$ cat config.mk
export PLATFORM = sky130hd
export DESIGN_NAME = touch_matrix_auto_scanner
export DESIGN_NICKNAME = d
export VERILOG_FILES = /design/src/touch_scan_pkg.sv /design/src/pulse_timer.sv /design/src/touch_matrix_auto_scanner.sv
export VERILOG_INCLUDE_DIRS = /design/src
export SDC_FILE = /design/constraint.sdc
export NUM_CORES = 1
export LEC_CHECK = 0
export BUFFER_PORTS_ARGS = -buffer_cell sky130_fd_sc_hd__buf_4
export CAP_MARGIN = 20
export CELL_PAD_IN_SITES_DETAIL_PLACEMENT = 1
export CELL_PAD_IN_SITES_GLOBAL_PLACEMENT = 2
export CORE_UTILIZATION = 37
export CTS_CLUSTER_SIZE = 30
export DETAILED_ROUTE_END_ITERATION = 8
export PLACE_DENSITY = 0.86
export RECOVER_POWER = 100
export SYNTH_ARGS = -nofsm -noshare
export SYNTH_HDL_FRONTEND = slang
export SYNTH_HIERARCHICAL = 1
export SYNTH_SLANG_ARGS = --single-unit
$ cat constraint.sdc
create_clock -name sys_clk_i -period 3.55 [get_ports sys_clk_i]
set_input_delay 0 -clock sys_clk_i [delete_from_list [all_inputs] [get_ports sys_clk_i]]
set_output_delay 0 -clock sys_clk_i [all_outputs]
set_load 0.01 [all_outputs]
$ cat src/touch_scan_defs.svh
// constants for the touch matrix auto scanner
`ifndef TOUCH_SCAN_DEFS_SVH
`define TOUCH_SCAN_DEFS_SVH
`define CLK_FREQ_HZ        125000000
`define HIT_PULSE_US       2000
`define DONE_PULSE_US      4000
`define CYCLE_MAX_US       64000
`define CYC_PER_US         125
`define HIT_PULSE_CYC      (`HIT_PULSE_US * `CYC_PER_US)
`define DONE_PULSE_CYC     (`DONE_PULSE_US * `CYC_PER_US)
`define CYCLE_MAX_CYC      (`CYCLE_MAX_US * `CYC_PER_US)
`define NUM_COLS           16
`define NUM_ROWS           8
`endif

$ cat src/touch_scan_pkg.sv
// types for the touch matrix auto scanner
package touch_scan_pkg;
  typedef enum logic [1:0] {
    ST_IDLE = 2'b00,
    ST_STEP = 2'b01,
    ST_HIT  = 2'b10,
    ST_DONE = 2'b11
  } scan_state_t;
endpackage : touch_scan_pkg

$ cat src/pulse_timer.sv
// one-shot down counter measuring a strobe length
`timescale 1ns/10ps
module pulse_timer #(
  parameter int unsigned WIDTH = 20
) (
  input  wire logic             sys_clk_i,
  input  wire logic             rst_n_i,
  input  wire logic             start_i,
  input  wire logic [WIDTH-1:0] length_i,
  output logic                  busy_o
);
  logic [WIDTH-1:0] count;
  wire              running = (count != '0);

  initial begin
    if (WIDTH < 2) begin
      $error("pulse timer needs at least 2 bits");
    end
  end

  always_ff @(posedge sys_clk_i or negedge rst_n_i) begin
    if (!rst_n_i) begin
      count <= '0;
    end else if (start_i) begin
      count <= length_i;
    end else if (running) begin
      count <= count - 1'b1;
    end
  end

  always_ff @(posedge sys_clk_i or negedge rst_n_i) begin
    if (!rst_n_i) begin
      busy_o <= 1'b0;
    end else begin
      busy_o <= start_i | (count > WIDTH'(1));
    end
  end
endmodule : pulse_timer

$ cat src/touch_matrix_auto_scanner.sv
// scan sequencer, position latch and strobes for the touch matrix
`timescale 1ns/10ps
`include "touch_scan_defs.svh"
module touch_matrix_auto_scanner
  import touch_scan_pkg::*;
#(
  parameter int unsigned NUM_COLS       = `NUM_COLS,
  parameter int unsigned NUM_ROWS       = `NUM_ROWS,
  parameter int unsigned HIT_PULSE_CYC  = `HIT_PULSE_CYC,
  parameter int unsigned DONE_PULSE_CYC = `DONE_PULSE_CYC,
  parameter int unsigned CYCLE_MAX_CYC  = `CYCLE_MAX_CYC
) (
  input  wire logic                  sys_clk_i,
  input  wire logic                  rst_n_i,
  input  wire logic [NUM_COLS*NUM_ROWS-1:0] sense_i,
  input  wire logic                  standby_scan_n_i,
  input  wire logic                  continuous_scan_n_i,
  output logic [3:0]                 column_code_o,
  output logic [2:0]                 row_code_o,
  output logic                       touch_hit_o,
  output logic                       cycle_done_o
);
  localparam int unsigned KEYS = NUM_COLS * NUM_ROWS;
  localparam int unsigned TW   = 20;
  localparam logic [TW-1:0] HIT_LEN  = TW'(HIT_PULSE_CYC);
  localparam logic [TW-1:0] DONE_LEN = TW'(DONE_PULSE_CYC);

  // refuse any matrix but 16 by 8, pulse lengths the timer width cannot hold, and a cycle over its limit
  initial begin
    if (NUM_COLS != 16) begin
      $error("matrix must have 16 columns");
    end
    if (NUM_ROWS != 8) begin
      $error("matrix must have 8 rows");
    end
    if (HIT_PULSE_CYC < 1 || HIT_PULSE_CYC >= (1 << TW)) begin
      $error("hit pulse length out of range");
    end
    if (DONE_PULSE_CYC < 1 || DONE_PULSE_CYC >= (1 << TW)) begin
      $error("done pulse length out of range");
    end
    // only the untouched cycle is bounded; every touched key adds one hit pulse
    if (KEYS + DONE_PULSE_CYC + 2 > CYCLE_MAX_CYC) begin
      $error("scan cycle cannot fit the longest cycle time");
    end
  end

  //////////////////////////////////////////////////////////////////////
  // pin synchronisers
  logic [KEYS-1:0] sense_meta;
  logic [KEYS-1:0] sense;
  logic [1:0]      ctl_meta;
  logic [1:0]      ctl;

  // mode pins reset to their idle high level, so reset causes no false start

  always_ff @(posedge sys_clk_i or negedge rst_n_i) begin
    if (!rst_n_i) begin
      sense_meta <= '0;
      sense      <= '0;
      ctl_meta   <= 2'h3;
      ctl        <= 2'h3;
    end else begin
      sense_meta <= sense_i;
      sense      <= sense_meta;
      ctl_meta   <= {continuous_scan_n_i, standby_scan_n_i};
      ctl        <= ctl_meta;
    end
  end

  wire standby_mode    = ~ctl[0];
  wire continuous_mode = ~ctl[1];
  wire any_touch       = |sense;

  //////////////////////////////////////////////////////////////////////
  // scan order: column 1 first, row 8 first within a column, so a later
  // hit overwrites the latch and the final value wins by priority
  scan_state_t     state;
  scan_state_t     next_state;
  logic [3:0]      col;
  logic [2:0]      row;
  logic            cycle_active;

  wire [6:0] key_index  = {col, 3'h7 - row};
  wire       key_hit    = sense[key_index];
  wire       last_key   = (col == 4'hf) && (row == 3'h0);
  wire       may_start  = continuous_mode | (standby_mode & any_touch);
  wire       keep_going = continuous_mode | cycle_active | any_touch;
  // a finished cycle repeats only while a mode still asks for it
  wire       rescan     = keep_going && may_start;
  logic      hit_busy;
  logic      done_busy;
  wire       hit_start  = (state == ST_STEP) && key_hit;
  wire       done_start = (state == ST_STEP) && !key_hit && last_key;
  wire       hit_end    = (state == ST_HIT) && !hit_busy && !hit_start;
  wire       advance    = ((state == ST_STEP) && !key_hit) || hit_end;

  always_comb begin
    next_state = state;
    case (state)
      ST_IDLE: begin
        if (may_start) begin
          next_state = ST_STEP;
        end
      end
      ST_STEP: begin
        if (key_hit) begin
          next_state = ST_HIT;
        end else if (last_key) begin
          next_state = ST_DONE;
        end
      end
      ST_HIT: begin
        if (hit_end) begin
          next_state = last_key ? ST_DONE : ST_STEP;
        end
      end
      ST_DONE: begin
        if (!done_busy && !done_start) begin
          next_state = rescan ? ST_STEP : ST_IDLE;
        end
      end
      default: begin
        next_state = ST_IDLE;
      end
    endcase
  end

  wire leave_done = (state == ST_DONE) && (next_state != ST_DONE);
  wire wrap       = advance && last_key;

  always_ff @(posedge sys_clk_i or negedge rst_n_i) begin
    if (!rst_n_i) begin
      state <= ST_IDLE;
    end else begin
      state <= next_state;
    end
  end

  // a started cycle always completes, even if the touch goes away
  always_ff @(posedge sys_clk_i or negedge rst_n_i) begin
    if (!rst_n_i) begin
      cycle_active <= 1'b0;
    end else if (state == ST_IDLE && may_start) begin
      cycle_active <= 1'b1;
    end else if (leave_done) begin
      cycle_active <= 1'b0;
    end
  end

  always_ff @(posedge sys_clk_i or negedge rst_n_i) begin
    if (!rst_n_i) begin
      col <= 4'h0;
      row <= 3'h7;
    end else if (state == ST_IDLE || wrap) begin
      col <= 4'h0;
      row <= 3'h7;
    end else if (advance) begin
      row <= row - 3'h1;
      if (row == 3'h0) begin
        col <= col + 4'h1;
      end
    end
  end

  //////////////////////////////////////////////////////////////////////
  // position latch: loads only on a hit, so idle and misses hold it
  always_ff @(posedge sys_clk_i or negedge rst_n_i) begin
    if (!rst_n_i) begin
      column_code_o <= 4'h0;
      row_code_o    <= 3'h0;
    end else if (hit_start) begin
      column_code_o <= col;
      row_code_o    <= row;
    end
  end

  //////////////////////////////////////////////////////////////////////
  // strobes
  // done timer starts from a plain last-key step or from the end of a last-key hit
  wire done_fire = done_start | (hit_end && last_key);

  pulse_timer #(
    .WIDTH (TW)
  ) u_hit_timer (
    .sys_clk_i (sys_clk_i),
    .rst_n_i   (rst_n_i),
    .start_i   (hit_start),
    .length_i  (HIT_LEN),
    .busy_o    (hit_busy)
  );

  pulse_timer #(
    .WIDTH (TW)
  ) u_done_timer (
    .sys_clk_i (sys_clk_i),
    .rst_n_i   (rst_n_i),
    .start_i   (done_fire),
    .length_i  (DONE_LEN),
    .busy_o    (done_busy)
  );

  // codes are already stable when either strobe rises
  always_ff @(posedge sys_clk_i or negedge rst_n_i) begin
    if (!rst_n_i) begin
      touch_hit_o <= 1'b0;
    end else begin
      touch_hit_o <= hit_busy;
    end
  end

  // the extra stage costs a clock but keeps both strobes clean flop outputs
  always_ff @(posedge sys_clk_i or negedge rst_n_i) begin
    if (!rst_n_i) begin
      cycle_done_o <= 1'b0;
    end else begin
      cycle_done_o <= done_busy;
    end
  end
endmodule : touch_matrix_auto_scanner

==> impl_metrics.yaml <==
floorplanning:
  fp.dieArea_um2: 32360
  coreArea_um2: 30830
  initial_core_util: 0.3798
  die_y_um: 179.9
  rows: 64
  num_io_pins: 141
  die_x_um: 179.9
layout:
  final_area_um2: 16170
  drive_gt1_frac: 0.2597
  syn_to_final_growth_pct: 38.08
  stdcell_count: 1582
  nets: 1301
  antenna_cells: 0
  final_cell_mix: "dfrtp_1, dlygate4sd3_1, clkbuf_4, nor2_1, nor4_1"
  mostFrequentLayoutCell: "dfrtp_1"
  post-route-util: 0.5245
setup_path:
  setup.worst_path.start_class: "flop"
  cp_data_required_time_ps: 3930
  setup.worst_path.end_class: "flop"
  critPathKind: "reg -> reg"
  cp_max_fo: 13
  r2r_cells: 12
  arrival_ps: 3890
power_and_ir_drop:
  power_density_nw_per_um2: 604.7
  power.switching_uw: 2757
  power_frac_clock: 0.377
  leakage_uw: 0.007010
  seqPwrFrac: 0.448
  pwr-share-comb: 0.175
  finalPower_uw: 9777
  swShare: 0.2819
  vdd_ir_drop_max_mv: 0.4181
  p_int_uw: 7020
logic_synthesis:
  syn_area_um2: 11710
  synth_top_cell_by_area: "dfrtp_1"
  synth_compound_area_frac: 0.06037
  ys_seq_area_frac: 0.6846
  synthMuxAreaShare: 0.07950
  synth_warnings: 6
  ys_types: 74
  syn_avg_cell_area_um2: 14.73
  synth-seq-cells: 320
  synth_top_family_by_area: "simple AND/OR/NAND/NOR gates"
  synth_top_area_share: 0.6689
  synth_edf_count: 0
  synth-simple-area-share: 0.1288
  synth.area.top_cells: "dfrtp_1, mux4_2, mux2i_1"
  synthCells: 795
  synth_ff_type: "dfrtp_1"
  synthAdderAreaFrac: 0.009616
  synth-async-reset-ratio: 1.000
  synthXorXnorAreaFrac: 0.008227
routing:
  ant_nets: 0
  drc: 4
  firstDrtPassIters: 6
  num_vias: 8233
  wl_mm: 36.46
  drt_iter0_markers: 488
  viasPerCell: 5.204
  wl_per_cell_um: 23.04
sta:
  setup_tns_ps: 0
  period_needed_ps: 3503
  setup_viol: 0
  clock_skew_ps: 32.12
  fmax_mhz: 285.5
  rsz0062_at_grt: "true"
  drv_slew: 96
  slew_headroom: -0.6281
  hold_violations: 0
  fin_crit_sh: 0.9867
  worst_slew_pin_slew_ps: 2442
place:
  portBuffers: 140
  gp_congestion: 0.8205
  dp.final_hpwl_mm: 21.85
  placedCellCount: 1375
  placed_area_um2: 13530
clocking:
  cts_tree: "built"
  cts.sinks: 320
  clk_path_buf_depth: 3
  htree_levels: 2
  root_buffer: "clkbuf_16"
  clkLatencyLatePin_ps: 540
  path_clk_slew_ps: 60
  cts_made_buffers: 35
global_route:
  antenna_found_initial: 0
  grt_use_total: 0.2321
  grt-ovfl-total: 0
  grt_max_degree: 98
  grt_first_pass_wirelength_mm: 56.59
  grt_pass1_vias: 9332
status:
  violations: "DRC, capacitance limit, slew limit"
  outcome: "finished, violations left"
run:
  maxCapViolations: 1
min_path:
  hold_class: "in -> reg"
  hold_path_depth: 2
==> logic make-up (layout without fill, tap and decap cells) <==
family | after synthesis | count (layout)
flops | 320 | 320
simple gates | 239 | 239
compound gates | 92 | 92
mux | 66 | 66
buf+inv | 56 | 409
xor+xnor | 11 | 11
fa+ha+maj | 9 | 9
other cells | 2 | 40
==> area by class of cell <==
type | count | area, um^2
Clock buffer | 48 | 954.7
Clock inverter | 15 | 196.4
Fill cell | 3024 | 14660
Inverter | 22 | 90.09
Multi-Input combinational cell | 457 | 3636
Sequential cell | 320 | 8016
Tap cell | 396 | 495.5
Timing Repair Buffer | 324 | 2780
==> per-layer routing <==
metal,wire (um),GRT usage
met1,13880,0.2689
met2,18950,0.4121
met3,1571,0.04011
met4,2052,0.1203
met5,0,0
==> worst max-delay path: stages (launching register included) <==
cell        delay (ps)
dfstp_2            670
buf_12             190
buf_4              120
mux2i_1            260
o22ai_1            150
o41ai_2            400
o32ai_2            170
o32a_4             260
o21ai_2            140
nor2b_4            220
clkinvlp_4         210
and3_1             220
a2111oi_1          340
==> cell usage after synthesis (11+ instances only) <==
library cell / n
nand2_1: 19
nor4_1: 44
nand4_1: 17
mux2i_1: 33
nor2_1: 48
mux4_2: 19
a211oi_1: 17
clkbuf_1: 13
a2111oi_0: 11
dfrtp_1: 313
o21ai_0: 13
inv_1: 20
nor3_1: 25
==> state kept, by name (all words and copies together) (netlist names) <==
signal               flops
sense                  128
state                    2
col                      4
row_code_o               3
touch_hit_o              1
cycle_done_o             1
u_done_timer/count      20
row                      3
u_done_timer/busy_o      1
u_hit_timer/count       20
ctl_meta                 2
sense_meta             128
u_hit_timer/busy_o       1
ctl                      2
column_code_o            4
==> power by group through the flow <==
stage	combinational [uW]	sequential, uW	clock (uW)
final	1710	4380	3690
after detailed placement	1410	4420	0
after CTS	1570	4360	3710
after global routing	1840	4420	3890
after global placement	1350	4390	0
after floorplan	993	4280	0
==> repair_timing <==
item                                    4_1_cts  5_1_grt
endpoints found under the setup margin       11       37
gates resized for setup                       6       34
pin swaps                                     0        4
setup buffers                                 1       12
hold buffers                                131        0
hold endpoints to repair                    223        0
==> per-stage QoR <==
stage / setup WS (ps) / hold slack, ps
floorplan: 21.14 / -295.6
CTS: 1.367 / 99.32
global placement: 117.0 / 75.27
detailed placement: -73.47 / 84.90
global route: -126.4 / 125.8
finish: 47.18 / 134.2
==> path summary, 6_finish.rpt <==
path	startpoint	to	slack, ps
worst max-delay path	row[0]$_DFFE_PN1P_	u_done_timer/count[3]$_DFFE_PN0P_	50
max in group asynchronous	rst_n_i	sense[63]$_DFF_PN0_	800
worst min-delay path	sense_i[7]	sense_meta[7]$_DFF_PN0_	130
worst min register to register	sense_meta[59]$_DFF_PN0_	sense[59]$_DFF_PN0_	340
worst max register to register	row[0]$_DFFE_PN1P_	u_done_timer/count[3]$_DFFE_PN0P_	50
min in group asynchronous	rst_n_i	sense_meta[45]$_DFF_PN0_	780
Note: power is estimated with default switching activity, not from simulation.
